### config.mk
export PLATFORM = sky130hd
export DESIGN_NAME = bus_controller_flat
export DESIGN_NICKNAME = d
export VERILOG_FILES = /design/src/logic/check_codec_pkg.sv /design/src/logic/check_link_if.sv /design/src/logic/bus_controller.sv /design/src/logic/check_byte_encoder.sv /design/src/flat_wrapper.sv
export VERILOG_INCLUDE_DIRS = /design/src /design/src/logic
export SDC_FILE = /design/constraint.sdc
export NUM_CORES = 1
export LEC_CHECK = 0
export ABC_CLOCK_PERIOD_IN_PS = 3200
export BUFFER_PORTS_ARGS = -buffer_cell sky130_fd_sc_hd__clkbuf_2
export CAP_MARGIN = 20
export CELL_PAD_IN_SITES_DETAIL_PLACEMENT = 1
export CELL_PAD_IN_SITES_GLOBAL_PLACEMENT = 2
export CORE_ASPECT_RATIO = 1.25
export CORE_MARGIN = 1
export CORE_UTILIZATION = 26
export CTS_BUF_LIST = sky130_fd_sc_hd__clkbuf_16
export DETAILED_ROUTE_END_ITERATION = 10
export MAX_ROUTING_LAYER = met4
export PLACE_DENSITY = 0.71
export SLEW_MARGIN = 20
export SYNTH_ARGS = -nofsm -noshare
export SYNTH_HDL_FRONTEND = slang
export SYNTH_SLANG_ARGS = --single-unit
### constraint.sdc
create_clock -name core_clk -period 3.2 [get_ports core_clk]
set_input_delay 0.48 -clock core_clk [delete_from_list [all_inputs] [get_ports core_clk]]
set_output_delay 0.48 -clock core_clk [all_outputs]
set_load 0.005 [all_outputs]
### src/logic/check_codec_defines.svh
// Constants shared by both ends of the check byte link
`ifndef CHECK_CODEC_DEFINES_SVH
`define CHECK_CODEC_DEFINES_SVH

// Frame layout
`define FRAME_LAST     8'hFF
`define CHAN_BIT_LO    8'h01
`define CHAN_BIT_HI    8'h04
`define CHAN_INV_LO    8'h05
`define CHAN_INV_HI    8'h08
`define FAULT_ADDR     8'h09
`define WORD_SPAN      8'h20
`define OUT_BASE_DEF   8'h20
`define IN_BASE_DEF    8'h40

// Direction codes
`define DIR_MS_OUT     4'h8
`define DIR_OTHER      4'h0

// Ride-through
`define RIDE_LIMIT     2'h3
`define RIDE_LAST      2'h2

// Link timing
`define CORE_MHZ       40
`define LINK_HALF_NS   100
`define LINK_HALF_CYC  ((`LINK_HALF_NS * `CORE_MHZ + 999) / 1000)
`define SYNC_NS        800
`define SYNC_CYC       ((`SYNC_NS * `CORE_MHZ + 999) / 1000)

// Controller registers
`define REG_CTRL       4'h0
`define REG_OUT        4'h4
`define REG_STAT       4'h8
`define CTRL_RUN       0
`define CTRL_MS        1
`define CTRL_OUT_EN    2
`define CTRL_IN_EN     3
`define CTRL_PAIR_IN   4
`define STAT_FAULT9    16
`define STAT_IN_ERR    17
`define STAT_CHAN_LO   20
`define CTRL_RESET     5'h00
`define OUT_RESET      32'h00000000

`endif

### src/logic/check_codec_pkg.sv
// Types and helpers shared by both ends
`default_nettype none
package check_codec_pkg;

  typedef enum logic [3:0] {
    LINK_IDLE = 4'b0001,
    LINK_SYNC = 4'b0010,
    LINK_LOW  = 4'b0100,
    LINK_HIGH = 4'b1000
  } link_state_e;

  // Hit flag, check half, byte index, bit index of a word region
  function automatic logic [5:0] slot_of(input logic [7:0] addr,
                                          input logic [7:0] base);
    logic [7:0] off;
    off = addr - base;
    slot_of = {off < 8'h20, off[4:0]};
  endfunction

endpackage
`default_nettype wire

### src/logic/check_link_if.sv
// Serial control link between controller and output device
`timescale 1ns/1ps
`default_nettype none
interface check_link_if;
  logic bus_clk;
  logic bus_sync;
  logic bus_dout;
  logic bus_din;
  modport ctl (output bus_clk, output bus_sync, output bus_dout,
               input bus_din);
  modport dev (input bus_clk, input bus_sync, input bus_dout,
               output bus_din);
endinterface
`default_nettype wire

### src/logic/bus_controller.sv
// Clock source end: frames, output check bytes, input checking
//
// The implementer's own choices: the address map and the Avalon-MM register port.
`timescale 1ns/1ps
`default_nettype none
`include "check_codec_defines.svh"
module bus_controller #(
  parameter logic [7:0] OUT_BASE = `OUT_BASE_DEF,
  parameter logic [7:0] IN_BASE  = `IN_BASE_DEF
) (
  input  wire logic        core_clk,
  input  wire logic        sys_rst,
  check_link_if.ctl        link,
  input  wire logic [3:0]  avs_address,
  input  wire logic        avs_read,
  input  wire logic        avs_write,
  input  wire logic [31:0] avs_writedata,
  output logic      [31:0] avs_readdata,
  output logic             avs_waitrequest
);
  check_codec_pkg::link_state_e state_q;
  logic [5:0]       div_q;
  logic [7:0]       addr_q;
  logic [3:0]       chan_q;
  logic             clk_q, sync_q, dout_q, din_s1_q, din_s2_q;
  logic [4:0]       ctrl_q;
  logic [31:0]      out_q, frame_q, rdata_q;
  logic             wait_q, fault9_q, in_err_q, f9_rx_q;
  logic [1:0][7:0]  rdat_q, rchk_q, enc_out, enc_in;
  logic [1:0]       elig_out, elig_in, in_bad;
  logic [15:0]      in_word_q;
  logic [5:0]       slot_o, slot_i;
  logic [7:0]       nxt_addr;
  logic             half_done, in_on, next_bit, acc;

  assign link.bus_clk   = clk_q;
  assign link.bus_sync  = sync_q;
  assign link.bus_dout  = dout_q;
  assign avs_readdata   = rdata_q;
  assign avs_waitrequest = wait_q;

  genvar k;
  generate
    for (k = 0; k < 2; k++) begin : g_enc
      check_byte_encoder u_out (
        .start_addr (OUT_BASE + 8'(8 * k)), .slot_chan (chan_q),
        .ms_output  (ctrl_q[`CTRL_MS]), .enc (enc_out[k]),
        .eligible   (elig_out[k]));
      check_byte_encoder u_in (
        .start_addr (IN_BASE + 8'(8 * k)), .slot_chan (chan_q),
        .ms_output  (1'b0), .enc (enc_in[k]), .eligible (elig_in[k]));
      assign in_bad[k] = in_on && ((rchk_q[k] ^ enc_in[k]) != rdat_q[k]);
    end
  endgenerate

  assign in_on     = ctrl_q[`CTRL_IN_EN] && (&elig_in);
  assign half_done = div_q == 6'(`LINK_HALF_CYC - 1);
  assign nxt_addr  = (state_q == check_codec_pkg::LINK_SYNC) ? 8'h00 :
                     addr_q + 8'h01;
  assign acc       = avs_read || avs_write;
  assign slot_i    = check_codec_pkg::slot_of(addr_q, IN_BASE);

  // Bit driven at the next address
  always_comb begin
    slot_o   = check_codec_pkg::slot_of(nxt_addr, OUT_BASE);
    next_bit = 1'b0;
    if (nxt_addr >= `CHAN_BIT_LO && nxt_addr <= `CHAN_BIT_HI) begin
      next_bit = chan_q[2'(nxt_addr - `CHAN_BIT_LO)];
    end else if (nxt_addr >= `CHAN_INV_LO && nxt_addr <= `CHAN_INV_HI) begin
      next_bit = (ctrl_q[`CTRL_OUT_EN] || ctrl_q[`CTRL_IN_EN]) &&
                 !chan_q[2'(nxt_addr - `CHAN_INV_LO)];
    end else if (slot_o[5] && !slot_o[4]) begin
      next_bit = frame_q[{slot_o[3], slot_o[2:0]}];
    end else if (slot_o[5]) begin
      next_bit = (ctrl_q[`CTRL_OUT_EN] && (&elig_out)) ?
                 frame_q[{slot_o[3], slot_o[2:0]}] ^
                 enc_out[slot_o[3]][slot_o[2:0]] :
                 frame_q[{1'b1, slot_o[3], slot_o[2:0]}];
    end
  end

  always_ff @(posedge core_clk) begin
    din_s2_q <= din_s1_q;
    din_s1_q <= link.bus_din;
  end

  // Frame sequencer and link clock divider
  always_ff @(posedge core_clk) begin
    if (sys_rst) begin
      state_q <= check_codec_pkg::LINK_IDLE;
      div_q   <= 6'h00;
      addr_q  <= 8'h00;
      chan_q  <= 4'h0;
      clk_q   <= 1'b0;
      sync_q  <= 1'b0;
      dout_q  <= 1'b0;
      frame_q <= `OUT_RESET;
    end else begin
      div_q <= div_q + 6'h01;
      unique case (state_q)
        check_codec_pkg::LINK_IDLE: begin
          div_q <= 6'h00;
          if (ctrl_q[`CTRL_RUN]) begin
            state_q <= check_codec_pkg::LINK_SYNC;
            sync_q  <= 1'b1;
          end
        end
        check_codec_pkg::LINK_SYNC: begin
          if (div_q == 6'(`SYNC_CYC - 1)) begin
            state_q <= check_codec_pkg::LINK_LOW;
            div_q   <= 6'h00;
            sync_q  <= 1'b0;
            addr_q  <= 8'h00;
            frame_q <= out_q;
          end
        end
        check_codec_pkg::LINK_LOW: begin
          if (half_done) begin
            state_q <= check_codec_pkg::LINK_HIGH;
            div_q   <= 6'h00;
            clk_q   <= 1'b1;
          end
        end
        check_codec_pkg::LINK_HIGH: begin
          if (half_done) begin
            div_q <= 6'h00;
            clk_q <= 1'b0;
            if (addr_q == `FRAME_LAST) begin
              chan_q  <= chan_q + 4'h1;
              sync_q  <= ctrl_q[`CTRL_RUN];
              state_q <= ctrl_q[`CTRL_RUN] ? check_codec_pkg::LINK_SYNC :
                         check_codec_pkg::LINK_IDLE;
            end else begin
              addr_q  <= nxt_addr;
              state_q <= check_codec_pkg::LINK_LOW;
            end
          end
        end
      endcase
      if (state_q == check_codec_pkg::LINK_SYNC && div_q ==
          6'(`SYNC_CYC - 1)) begin
        dout_q <= next_bit;
      end else if (state_q == check_codec_pkg::LINK_HIGH && half_done &&
                   addr_q != `FRAME_LAST) begin
        dout_q <= next_bit;
      end else if (state_q == check_codec_pkg::LINK_HIGH && half_done) begin
        dout_q <= 1'b0;
      end
    end
  end

  // Input capture at the end of each high half
  always_ff @(posedge core_clk) begin
    if (sys_rst) begin
      rdat_q  <= '0;
      rchk_q  <= '0;
      f9_rx_q <= 1'b0;
    end else if (state_q == check_codec_pkg::LINK_HIGH && half_done) begin
      if (addr_q == `FAULT_ADDR) begin
        f9_rx_q <= din_s2_q;
      end
      if (slot_i[5] && slot_i[4]) begin
        rchk_q[slot_i[3]][slot_i[2:0]] <= din_s2_q;
      end else if (slot_i[5]) begin
        rdat_q[slot_i[3]][slot_i[2:0]] <= din_s2_q;
      end
    end
  end

  // Input acceptance at frame end
  always_ff @(posedge core_clk) begin
    if (sys_rst) begin
      in_word_q <= 16'h0000;
      fault9_q  <= 1'b0;
      in_err_q  <= 1'b0;
    end else begin
      if (state_q == check_codec_pkg::LINK_HIGH && half_done &&
          addr_q == `FRAME_LAST) begin
        fault9_q <= f9_rx_q;
        for (int b = 0; b < 2; b++) begin
          if (!(ctrl_q[`CTRL_PAIR_IN] ? |in_bad : in_bad[b])) begin
            in_word_q[8 * b +: 8] <= rdat_q[b];
          end
        end
      end
      if (state_q == check_codec_pkg::LINK_HIGH && half_done &&
          addr_q == `FRAME_LAST && |in_bad) begin
        in_err_q <= 1'b1;
      end else if (avs_write && !wait_q && avs_address == `REG_STAT &&
                   avs_writedata[`STAT_IN_ERR]) begin
        in_err_q <= 1'b0;
      end
    end
  end

  // Register slave, one wait cycle per access
  always_ff @(posedge core_clk) begin
    if (sys_rst) begin
      wait_q  <= 1'b1;
      rdata_q <= 32'h00000000;
      ctrl_q  <= `CTRL_RESET;
      out_q   <= `OUT_RESET;
    end else begin
      wait_q <= !(acc && wait_q);
      if (avs_read && wait_q) begin
        unique case (avs_address)
          `REG_CTRL: rdata_q <= {27'h0000000, ctrl_q};
          `REG_OUT:  rdata_q <= out_q;
          `REG_STAT: rdata_q <= {8'h00, chan_q, 2'h0, in_err_q,
                                 fault9_q, in_word_q};
          default:   rdata_q <= 32'h00000000;
        endcase
      end
      if (avs_write && !wait_q) begin
        if (avs_address == `REG_CTRL) begin
          ctrl_q <= avs_writedata[4:0];
        end
        if (avs_address == `REG_OUT) begin
          out_q <= avs_writedata;
        end
      end
    end
  end
endmodule
`default_nettype wire

### src/logic/check_byte_encoder.sv
// Encoding byte for one protected data byte
`timescale 1ns/1ps
`default_nettype none
`include "check_codec_defines.svh"
module check_byte_encoder (
  input  wire logic [7:0] start_addr,
  input  wire logic [3:0] slot_chan,
  input  wire logic       ms_output,
  output logic      [7:0] enc,
  output logic            eligible
);
  logic [3:0] addr_code;
  logic [3:0] dir_code;

  always_comb begin
    eligible  = (start_addr[7:5] != 3'h0) && !start_addr[4] &&
                (start_addr[2:0] == 3'h0);
    addr_code = {start_addr[7:5], start_addr[3]} - 4'h1;
    dir_code  = ms_output ? `DIR_MS_OUT : `DIR_OTHER;
    enc       = {addr_code, ~slot_chan ^ dir_code};
  end
endmodule
`default_nettype wire

### src/flat_wrapper.sv
// flat-port wrapper written by rule: the top's interface ports become plain ports
module bus_controller_flat 
#(
  parameter logic [7:0] OUT_BASE = `OUT_BASE_DEF,
  parameter logic [7:0] IN_BASE  = `IN_BASE_DEF
)
  (core_clk, sys_rst, avs_address, avs_read, avs_write, avs_writedata, avs_readdata, avs_waitrequest, link_bus_clk, link_bus_sync, link_bus_dout, link_bus_din);
  check_link_if link_i ();
  input  wire logic core_clk;
  input  wire logic sys_rst;
  input  wire logic [3:0] avs_address;
  input  wire logic avs_read;
  input  wire logic avs_write;
  input  wire logic [31:0] avs_writedata;
  output logic      [31:0] avs_readdata;
  output logic avs_waitrequest;
  output wire logic [$bits(link_i.bus_clk)-1:0] link_bus_clk;
  output wire logic [$bits(link_i.bus_sync)-1:0] link_bus_sync;
  output wire logic [$bits(link_i.bus_dout)-1:0] link_bus_dout;
  input wire logic [$bits(link_i.bus_din)-1:0] link_bus_din;
  assign link_bus_clk = link_i.bus_clk;
  assign link_bus_sync = link_i.bus_sync;
  assign link_bus_dout = link_i.bus_dout;
  assign link_i.bus_din = link_bus_din;
  bus_controller #(.OUT_BASE(OUT_BASE), .IN_BASE(IN_BASE)) u_core (.core_clk(core_clk), .sys_rst(sys_rst), .link(link_i), .avs_address(avs_address), .avs_read(avs_read), .avs_write(avs_write), .avs_writedata(avs_writedata), .avs_readdata(avs_readdata), .avs_waitrequest(avs_waitrequest));
endmodule
After elaboration in Yosys (flattened, before gate mapping)
Index checks and enable logic that the tools add are counted.
Widths: inputs -> output; s select.
- multiply operators: 0
- $lt $le $gt $ge: 16
- shifts and indexed selects: 0
- equal/unequal tests: 19
- reduce and logical (&&, ||, !) cells: 46
- bitwise operators: 8
- mux-type cells: 55
- div/mod/pow operators: 0
- add/subtract/negate cells: 7
- operators with widths (kind ; number):
    $pmux 32 s3 ; 1
    $mux 8 ; 6
    $bwmux 16 ; 2
    $mux 1 ; 24
    $mux 4 ; 6
    $logic_and 1x1->1 ; 19
    $mux 6 ; 3
    $pmux 6 s3 ; 1
    $lt 8x6->1 const B ; 2
    $ne 8x8->1 ; 2
    $pmux 4 s4 ; 1
    $pmux 8 s2 ; 1
    $reduce_and 2->1 ; 7
    $reduce_and 3->1 ; 3
    $add 8x1->8 const B ; 1
    $bmux 1 s4 ; 2
    $demux 8 s1 ; 1
    $eq 4x3->1 const B ; 2
    $eq 4x4->1 const B ; 2
    $eq 8x4->1 const B ; 1
    $eq 8x8->1 const B ; 1
    $ge 8x1->1 const B ; 1
    $ge 8x3->1 const B ; 1
    $le 8x3->1 const B ; 1
    40 further kinds ; 60
- memories: 0
- latch bits: 0
- bits in read-only memories: 0
- logic and storage cells: 174
- bits of input ports: 41
- memory bits (writable): 0
- bits in registers: 180

Logic depth before layout (Yosys ltp)
Gate-level depths: netlist (run 1).
- word-level depth: 15
- mapped depth: 12
- gate-level depth less buffers: 10

Cells and area by module
A second synthesis (run 1) with hierarchy kept.
- cells, all modules: 1076
- area total of the unflattened synthesis: 8775.9 µm²
- by module, submodules not included (module ; area each (µm²) ; cells an instance ; sequential area each (µm²) ; times used):
    bus_controller ; 8405.6 ; 1024 ; 3603.5 ; 1
    check_byte_encoder ; 92.6 ; 13 ; 0.0 ; 4

Worst setup path before layout (run 1)
OpenSTA, ideal clock, no wires.
- path type: register to register
- start point: register u_core.addr_q[1]
- end point: register u_core.dout_q, in the netlist u_core.link.bus_dout
- library setup time: 92 ps
- buffers on the path: 2
- path slack: 458 ps
- data arrival time: 2650 ps
- clock period less this slack: 2742 ps
- stages on the path, launching flop included: 12
- path through: dfxtp_1 > inv_1 > ha_1 > clkbuf_1 > buf_1 > nand2b_1 > ha_1 > mux4_2 > a211o_1 > a21oi_1 > a31oi_1 > o32ai_1
- cells in the longest elaborated chain, start to end: 15
- RTL lines (what ; line ; text):
    from (decl) ; bus_controller.sv:23 ; logic [7:0] addr_q;
    from (signal assigned) ; bus_controller.sv:134 ; addr_q <= nxt_addr;
    $add 8x1->8 ; bus_controller.sv:59 ; addr_q + 8'h01;
    $mux 8 ; bus_controller.sv:58 ; assign nxt_addr = (state_q == check_codec_pkg::LINK_SYNC) ? 8'h00 :
    $sub 8x6->8 ; check_codec_pkg.sv:16 ; off = addr - base;
    $mux 6 (implied by the code) ; bus_controller.sv:77 ; enc_out[slot_o[3]][slot_o[2:0]] :
    $mux 8 (implied by the code) ; bus_controller.sv:77 ;
    $bmux 1 s3 ; bus_controller.sv:77 ;
    $mux 1 (implied by the code) ; bus_controller.sv:77 ;
    $xor 1x1->1 ; bus_controller.sv:76 ; frame_q[{slot_o[3], slot_o[2:0]}] ^
    $mux 1 ; bus_controller.sv:75 ; next_bit = (ctrl_q[`CTRL_OUT_EN] && (&elig_out)) ?
    $mux 1 ; bus_controller.sv:74 ; end else if (slot_o[5]) begin
    $mux 1 ; bus_controller.sv:72 ; end else if (slot_o[5] && !slot_o[4]) begin
    $mux 1 ; bus_controller.sv:69 ; end else if (nxt_addr >= `CHAN_INV_LO && nxt_addr <= `CHAN_INV_HI) begin
    $mux 1 ; bus_controller.sv:67 ; if (nxt_addr >= `CHAN_BIT_LO && nxt_addr <= `CHAN_BIT_HI) begin
    $mux 1 ; bus_controller.sv:143 ; end else if (state_q == check_codec_pkg::LINK_HIGH && half_done &&
    $mux 1 ; bus_controller.sv:140 ; if (state_q == check_codec_pkg::LINK_SYNC && div_q ==
    to (signal assigned) ; bus_controller.sv:142 ; dout_q <= next_bit;
    to (signal assigned) ; bus_controller.sv:145 ; dout_q <= next_bit;
    to (decl) ; bus_controller.sv:25 ; logic clk_q, sync_q, dout_q, din_s1_q, din_s2_q;
Parallel ways exist; a longest one is shown, timed or not. The select of a mux whose other input is x is not followed.
A chain may end at the register's enable or synchronous reset.

Worst setup path in the final report (run 1)
Ends and elaborated chain as after synthesis.

==> results.json, run 1 <==
{
  "max-vdd-ir-drop_mv": 0.3169,
  "finalSetupViolCount": 0,
  "place_inst": 1410,
  "grt.busiest_layer": "met2",
  "initial_core_util": 0.2663,
  "final.fill_count": 3645,
  "crit_fanout": 11,
  "syn_area_um2": 8092,
  "gp_congestion": 0.8601,
  "clock.fmax_mhz": 355.5,
  "place_ws_ns": 0.3885,
  "grt_pass1_wl_mm": 41.17,
  "critPathRequiredTime_ns": 3.50,
  "io_pins": 77,
  "dieArea_um2": 31830,
  "power_density_nw_per_um2": 512.0,
  "syn-num-nets": 1033,
  "finClkSkew_ns": 0.01284,
  "status": "completed",
  "cts_tree": "done",
  "cts_resized": 0,
  "met1_usage": 0.1954,
  "die_h_um": 199.2,
  "hold_start": "link_bus_din",
  "min_delay_path_depth": 1,
  "fin_cells": 1442,
  "wl_per_cell_um": 18.13,
  "placement.io_buffers": 76,
  "r2r_setup_slack_ns": 0.39,
  "maxCapViolations": 0,
  "crit_chain": "inv_1, ha_1, buf_4, nor3_1, o31a_1, nand4bb_1, mux2_1, a31oi_1, o32ai_1",
  "synthCells": 983,
  "htree_num_levels": 4,
  "r2r_cells": 9,
  "synth-seq-area-share": 0.4453,
  "grtUsageMet2": 0.3002,
  "power.total_mw": 4.841,
  "worstSetupPathType": "register to register",
  "ctsRootBufferMaster": "clkbuf_16",
  "ant_nets": 0,
  "drc": 0,
  "period_needed_ns": 2.813,
  "synthArstFlopShare": 0,
  "fin_ws_ns": 0.3867,
  "synth_edf_count": 0,
  "hpwl_mm": 19.12,
  "cts_hold_buffers": 0,
  "ys.flop_type": "dfxtp_1",
  "vias": 7009,
  "end_kind": "register",
  "synthTopCellsByArea": "dfxtp_1, nand2_1, a21oi_1, mux2i_1, nor2_1",
  "yosys.area.top_type": "dfxtp_1",
  "ys_ff_latch": 180,
  "leakagePower_nw": 3.514,
  "synth_top_area_share": 0.4453,
  "antenna_found_initial": 0,
  "vias_per_cell": 4.861,
  "gr-total-overflow": 0,
  "ys_warn_count": 0,
  "drtIter0Drc": 313,
  "hold_viol": 0,
  "fin_nets": 1078,
  "seq_area_um2": 3603,
  "clock_latency_ns": 0.44,
  "grt_pass1_vias": 7082,
  "worstMarginPinSlew_ns": 0.7796,
  "std_cell_rows": 71,
  "post_cts_buffers": 0,
  "area_growth_pct": 16.85,
  "numCtsBuffers": 17,
  "synth.avg_cell_area_um2": 8.231,
  "hold_end": "u_core.din_s1_q$_DFF_P_",
  "clk_pin_slew_ns": 0.07,
  "utilization": 0.3112,
  "r2r-end": "u_core.link.bus_dout$_SDFFE_PP0P_",
  "die_x_um": 159.8,
  "reg2reg_from": "u_core.addr_q[1]$_SDFFE_PP0P_",
  "fin_tns_setup_ns": 0,
  "core_area_um2": 30380,
  "grt_setup_unrepaired": "no",
  "crit_start": "u_core.addr_q[1]$_SDFFE_PP0P_",
  "cts_sinks": 180,
  "drv_slew": 0,
  "grt_use_total": 0.1740,
  "fin_crit_sh": 0.8792,
  "grt_max_degree": 76,
  "slowest_stage": "ha_1",
  "slew_headroom": 0.4730,
  "multi_input_area_um2": 4129,
  "grt_use_met3": 0.03010,
  "totalWireLength_mm": 26.15,
  "drive_above_1_share": 0.1527,
  "hold_path_class": "input pin to register",
  "dpl_cell_area_um2": 8852,
  "first_pass_iters": 5,
  "fin_hold_ws_ns": 0.1423,
  "diodes": 0,
  "cp-start-kind": "register",
  "arrival_ns": 3.11,
  "clockBufferDepth": 2,
  "synth.distinct_cells": 59,
  "cp_slowest_stage_delay_ns": 0.64,
  "final_cell_area_um2": 9455
}
## worst max-delay path, delay by kind of cell (launching register included)
| kind | cells | cell delay (ns) |
|---|---|---|
| AO/OA/AOI/OAI | 3 | 0.58 |
| flip-flops | 1 | 0.51 |
| buffers and inverters | 2 | 0.40 |
| AND/OR/NAND/NOR | 2 | 0.23 |
| multiplexers | 1 | 0.31 |
| adder cells (fa/ha/maj) | 1 | 0.64 |
## cell usage in the layout, fill, tap and decap left out, drive strengths merged, types with 17 or more instances in the layout
cell type / instances
nor2: 125
buf: 24
nand2: 194
nand3: 40
mux2i: 48
o21ai: 23
nor3: 18
a21oi: 120
xnor2: 25
a22oi: 17
clkbuf: 92
dfxtp: 180
## power by group
group | internal (mW) | total [mW] | switching, mW
logic | 0.126 | 0.334 | 0.207
registers | 2.27 | 2.31 | 0.0436
clock network | 1.24 | 2.19 | 0.959
total | 3.63 | 4.84 | 1.21
## synth_stat cells (3+ instances only)
| cell | count |
|---|---|
| nand3_1 | 38 |
| ha_1 | 9 |
| o21ai_0 | 17 |
| buf_4 | 5 |
| nand4_1 | 7 |
| nand3b_1 | 3 |
| a221oi_1 | 5 |
| dfxtp_1 | 180 |
| mux4_2 | 6 |
| o211ai_1 | 3 |
| xnor2_1 | 24 |
| xor2_1 | 13 |
| nor2_1 | 122 |
| clkbuf_1 | 45 |
| nor2b_1 | 4 |
| nor3_2 | 4 |
| a22oi_1 | 17 |
| buf_1 | 5 |
| nor4b_2 | 3 |
| o31a_1 | 3 |
| a211o_1 | 3 |
| inv_1 | 8 |
| nor2_2 | 3 |
| and3_1 | 4 |
| nor3_1 | 14 |
| buf_6 | 3 |
| nand2b_1 | 6 |
| and2_1 | 3 |
| mux2i_1 | 48 |
| mux2_2 | 5 |
| and4_1 | 3 |
| buf_2 | 15 |
| a31oi_1 | 6 |
| nand2_1 | 193 |
| o21ai_1 | 6 |
| o31ai_1 | 3 |
| a21oi_1 | 120 |
## state kept, by name, indices dropped and copies added (netlist names), 4 cells and up
| signal | count |
|---|---|
| u_core.frame_q | 32 |
| u_core.in_word_q | 16 |
| u_core.addr_q | 8 |
| u_core.ctrl_q | 5 |
| u_core.div_q | 6 |
| u_core.state_q | 4 |
| u_core.rdat_q | 16 |
| u_core.chan_q | 4 |
| u_core.avs_readdata | 32 |
| u_core.rchk_q | 16 |
| u_core.out_q | 32 |
## logic make-up after synthesis
| family | Yosys count | synth area share |
|---|---|---|
| AOI/OAI and AO/OA | 192 | 0.1356 |
| xor gates and xnor gates | 38 | 0.04206 |
| adders and majority gates | 9 | 0.01392 |
| buffers and inverters | 82 | 0.04546 |
| DFF | 180 | 0.4453 |
| muxes | 60 | 0.08443 |
| and+or+nand+nor | 422 | 0.2332 |
## layout make-up
cell class,count,share of cell area
clock buffer,17,0.04499
clock inverter,15,0.01879
inverter,9,0.003573
multi-input combinational,721,0.4367
sequential,180,0.3811
tap,401,0.05306
timing repair buffer,99,0.06180
## worst max-delay path by stage
stage,end,depth (start not counted)
floorplan,u_core.link.bus_dout$_SDFFE_PP0P_,11
detailed placement,u_core.link.bus_dout$_SDFFE_PP0P_,9
finish,u_core.link.bus_dout$_SDFFE_PP0P_,9
global placement,u_core.link.bus_dout$_SDFFE_PP0P_,9
global route,u_core.link.bus_dout$_SDFFE_PP0P_,9
CTS,u_core.link.bus_dout$_SDFFE_PP0P_,9
## routing by layer
metal | vias to the layer above | routed length, µm
li1 | 3437 | -
met2 | 125 | 13050
met5 | - | 0
met3 | 37 | 811
met4 | 0 | 1045
met1 | 3410 | 11240
(Power assumes the default switching activity.)
==> run 2: changes to the inputs <==
Settings changed: CTS_BUF_LIST sky130_fd_sc_hd__clkbuf_16 to not set, RECOVER_POWER set to 100.
==> run 2 against run 1 <==
- the flow now finishes with violations (max-capacitance violations, max-slew violations)
- critical path depth down 1
- global-route usage did not move
- via count is essentially flat
- die area is the same
- first-iteration DRC count shrank 15%
- largest cell class unchanged
- highest routed layer unchanged
==> results.json, run 2 (same netlist as run 1, synthesis figures left out) <==
{
  "worstMarginPinSlew_ns": 1.686,
  "ctsRootBufferMaster": "clkbuf_16",
  "post_cts_buffers": 0,
  "grt_use_total": 0.1740,
  "layout_commonest_cell": "nand2_1",
  "hold_path_class": "input pin to register",
  "numCtsBuffers": 17,
  "initial_core_util": 0.2663,
  "totalWireLength_mm": 26.19,
  "std_cell_rows": 71,
  "arrival_ns": 3.23,
  "cts_tree": "done",
  "die_h_um": 199.2,
  "drc": 0,
  "slew_headroom": -0.1240,
  "place_ws_ns": 0.3885,
  "vias_per_cell": 4.862,
  "cp_slowest_stage_delay_ns": 0.47,
  "grt_pass1_wl_mm": 41.17,
  "crit_chain": "nor4b_1, clkbuf_1, and4bb_1, and4_1, clkbuf_1, nand2_1, o21ai_0, a21oi_1",
  "leakagePower_nw": 3.381,
  "drtIter0Drc": 267,
  "wl_met3_um": 763,
  "hpwl_mm": 19.12,
  "fin_tns_setup_ns": 0,
  "vias": 7011,
  "hold_viol": 0,
  "crit_start": "u_core.state_q[3]$_SDFFE_PP0P_",
  "gp_congestion": 0.8601,
  "cts_sinks": 180,
  "power.total_mw": 4.832,
  "reg2reg_from": "u_core.state_q[3]$_SDFFE_PP0P_",
  "final_cell_mix": "nand2_1, dfxtp_1, nor2_1, a21oi_1, clkbuf_2",
  "worstSetupPathType": "register to register",
  "crit_fanout": 10,
  "cts_hold_buffers": 0,
  "wl_met2_mm": 13.03,
  "htree_num_levels": 4,
  "drv_slew": 76,
  "clk_pin_slew_ns": 0.07,
  "grt_max_degree": 76,
  "max-vdd-ir-drop_mv": 0.3186,
  "violations": "max-capacitance violations, max-slew violations",
  "period_needed_ns": 2.960,
  "crit_top_cell": "clkbuf_1",
  "gr-total-overflow": 0,
  "grt_pass1_vias": 7082,
  "power_density_nw_per_um2": 517.6,
  "core_area_um2": 30380,
  "critPathRequiredTime_ns": 3.47,
  "io_pins": 77,
  "grt_setup_unrepaired": "no",
  "maxCapViolations": 1,
  "placement.io_buffers": 76,
  "cts_resized": 0,
  "hold_start": "link_bus_din",
  "route.top_layer_used": "met4",
  "final_cell_area_um2": 9335,
  "die_x_um": 159.8,
  "wl_per_cell_um": 18.16,
  "dieArea_um2": 31830,
  "clockBufferDepth": 2,
  "status": "finished, violations left",
  "fin_crit_sh": 0.9251,
  "cp-start-kind": "register",
  "drt-met1-wl_mm": 11.33,
  "first_pass_iters": 4,
  "clock_latency_ns": 0.45,
  "finalSetupViolCount": 0,
  "diodes": 0,
  "area_growth_pct": 15.37,
  "finClkSkew_ns": 0.01546,
  "dpl_cell_area_um2": 8852,
  "drive_above_1_share": 0.1134,
  "end_kind": "register",
  "clock.fmax_mhz": 337.8,
  "ant_nets": 0,
  "fin_ws_ns": 0.2397,
  "fin_nets": 1078,
  "antenna_found_initial": 0,
  "slowest_stage": "dfxtp_1"
}
[run 2: per-stage QoR]
stage,utilization,cells,hold WS [ns]
after detailed placement,0.2914,1410,0.3132
after global placement,0.2914,1410,0.3178
after global routing,0.3073,1442,0.1323
after CTS,0.3112,1442,0.1284
final,0.3073,1442,0.1406
after floorplan,-,983,0.3096
[run 2: final timing paths]
| check | to | slack, ns | cells past startpoint |
|---|---|---|---|
| setup / recovery | u_core.rchk_q[8]$_SDFFE_PP0P_ | 0.24 | 8 |
| setup reg to reg | u_core.rchk_q[8]$_SDFFE_PP0P_ | 0.24 | 8 |
| hold / removal | u_core.din_s1_q$_DFF_P_ | 0.14 | 1 |
| hold reg to reg | u_core.din_s2_q$_DFF_P_ | 0.33 | 0 |
[run 2: per-layer routing]
layer,vias to the layer above,track usage
met1,3408,0.1954
li1,3439,-
met4,0,0.08466
met2,126,0.3002
met5,-,-
met3,38,0.03010
[run 2: final cells by class]
cell class | count | area (µm²)
clock buffers | 17 | 425.4
clock inverters | 15 | 177.7
fillers | 3666 | 21050
inverters | 9 | 33.78
multi-input cells | 721 | 4088
flip-flops and latches | 180 | 3603
well taps | 401 | 501.7
repair buffers | 99 | 505.5
[run 2: power by group]
group | total [mW] | internal, mW | switching [mW] | leakage, nW
Combinational | 0.327 | 0.121 | 0.206 | 1.64
Sequential | 2.31 | 2.27 | 0.0399 | 1.45
Clock | 2.20 | 1.24 | 0.961 | 0.294
[run 2: critical path, delay by kind of cell (launching register included)]
kind / cells / cell delay, ns
AOI/OAI and AO/OA: 2 / 0.29
buffers and inverters: 2 / 0.74
DFF: 1 / 0.47
and+or+nand+nor: 4 / 1.28
==> run 3: changes to the inputs <==
Settings changed: ABC_CLOCK_PERIOD_IN_PS 3200 to 3600, GPL_TIMING_DRIVEN set to 0.
Clock period 3.2 ns to 3.6 ns, I/O delays scaled along.
==> run 3 against run 2 <==
- the run now ends clean
- power decreased by 12%
- clock-buffer cell count did not move
- clock skew down 0.0039 ns
- via count up 2.4%
- fmax down 11%
- register-to-register slack better by 0.04 ns
- first-iteration DRC count is 7.9% higher
- non-clock buffer count increased by 49
- die area stayed put
- critical path depth grew 4
- utilization up 0.30 points
- critical endpoint is now u_core.link.bus_dout$_SDFFE_PP0P_
- largest cell class unchanged
- highest routed layer unchanged
==> results.json, run 3 (same netlist as run 1, synthesis figures left out) <==
{
  "wl_per_cell_um": 18.95,
  "drtIter0Drc": 288,
  "fin_nets": 1127,
  "numCtsBuffers": 17,
  "std_cell_rows": 71,
  "die_h_um": 199.2,
  "grt_max_degree": 18,
  "fin_tns_setup_ns": 0,
  "grt_use_total": 0.1878,
  "htree_num_levels": 4,
  "post_cts_buffers": 0,
  "power_frac_seq": 0.485,
  "maxCapViolations": 0,
  "power.total_mw": 4.230,
  "cts_resized": 1,
  "final.fill_count": 3715,
  "cp-start-kind": "register",
  "io_pins": 77,
  "totalWireLength_mm": 28.25,
  "p_sw_frac": 0.2682,
  "status": "completed",
  "clock.fmax_mhz": 301.4,
  "drive_above_1_share": 0.1028,
  "antenna_found_initial": 0,
  "r2r_setup_slack_ns": 0.28,
  "place_inst": 1459,
  "grt_setup_unrepaired": "no",
  "finClkSkew_ns": 0.01160,
  "fin_crit_sh": 0.9217,
  "layout_commonest_cell": "nand2_1",
  "cts_sinks": 180,
  "p_sw_mw": 1.135,
  "placement.io_buffers": 75,
  "intPower_mw": 3.096,
  "ctsRootBufferMaster": "clkbuf_16",
  "gp_congestion": 0.8421,
  "initial_core_util": 0.2663,
  "grt_pass1_wl_mm": 43.34,
  "finalSetupViolCount": 0,
  "clkPwrFrac": 0.445,
  "grt_pass1_vias": 7250,
  "drc": 0,
  "hold_viol": 0,
  "critPathRequiredTime_ns": 3.90,
  "vias": 7179,
  "max-vdd-ir-drop_mv": 0.2647,
  "p_comb_frac": 0.070,
  "fin_cells": 1491,
  "crit_fanout": 10,
  "die_x_um": 159.8,
  "cts_tree": "done",
  "first_pass_iters": 4,
  "drv_slew": 0,
  "ant_nets": 0,
  "worstSetupPathType": "register to register",
  "hpwl_mm": 21.80,
  "core_area_um2": 30380,
  "dieArea_um2": 31830,
  "end_kind": "register",
  "cts_hold_buffers": 0,
  "slew_headroom": 0.1200,
  "clk_pin_slew_ns": 0.08,
  "vias_per_cell": 4.815,
  "power_density_nw_per_um2": 448.8,
  "hold_path_class": "input pin to register",
  "clockBufferDepth": 2,
  "leakagePower_nw": 3.402,
  "diodes": 0,
  "clock_latency_ns": 0.45,
  "worstMarginPinSlew_ns": 1.302,
  "period_needed_ns": 3.318,
  "final_cell_mix": "nand2_1, dfxtp_1, nor2_1, a21oi_1, clkbuf_1",
  "arrival_ns": 3.62,
  "area_growth_pct": 16.48,
  "gr-total-overflow": 0
}
==> run 3: worst paths after layout <==
path,from,endpoint,depth (start not counted)
max,u_core.addr_q[0]$_SDFFE_PP0P_,u_core.link.bus_dout$_SDFFE_PP0P_,12
min,link_bus_din,u_core.din_s1_q$_DFF_P_,1
max reg2reg,u_core.addr_q[0]$_SDFFE_PP0P_,u_core.link.bus_dout$_SDFFE_PP0P_,12
min reg2reg,u_core.din_s1_q$_DFF_P_,u_core.din_s2_q$_DFF_P_,0
==> run 3: critical path, cell delays in order (launching register included) <==
cell and delay (ns):
dfxtp_2 0.45, clkbuf_4 0.30, clkbuf_2 0.32, and3_1 0.24, ha_1 0.24, clkbuf_1 0.22, inv_1 0.26, mux2i_1 0.12
a22o_1 0.26, nand4bb_1 0.18, mux2_1 0.33, a31oi_1 0.17, o32ai_1 0.09
==> run 3: area by class of cell <==
| class | count | area (µm²) | share of cell area |
|---|---|---|---|
| multi-input combinational | 721 | 4055 | 0.4302 |
| buffer | 73 | 314.1 | 0.03332 |
| clock inverter | 15 | 146.4 | 0.01553 |
| timing repair buffer | 75 | 344.1 | 0.03651 |
| clock buffer | 17 | 425.4 | 0.04513 |
| tap | 401 | 501.7 | 0.05323 |
| sequential | 180 | 3605 | 0.3825 |
| inverter | 9 | 33.78 | 0.003584 |
==> run 3: through the flow <==
stage	hold WS (ns)	setup slack, ns	utilization	area [µm²]
floorplan	0.3096	0.8579	-	8092
CTS	0.1784	0.06586	0.3141	9542
global placement	0.3167	0.0003757	0.2952	8969
detailed placement	0.3197	0.004486	0.2952	8969
finish	0.1898	0.2820	0.3102	9425
global route	0.1797	0.07333	0.3102	9425
==> run 3: power groups by stage <==
stage | clock, mW | sequential [mW] | combinational (mW)
3_3_place_gp | 0 | 2.10 | 0.306
4_1_cts | 1.92 | 2.05 | 0.309
5_1_grt | 2.00 | 2.05 | 0.330
2_1_floorplan | 0 | 2.09 | 0.193
6_report | 1.88 | 2.05 | 0.298
3_5_place_dp | 0 | 2.10 | 0.308
==> run 3: layer usage <==
metal	wire, µm	part of all wire	track usage	vias up
met2	13660	0.48	0.3164	120
met5	0	0	-	-
met1	12430	0.44	0.2192	3471
met3	802	0.028	0.02740	49
met4	1354	0.048	0.09347	0
li1	-	-	-	3539
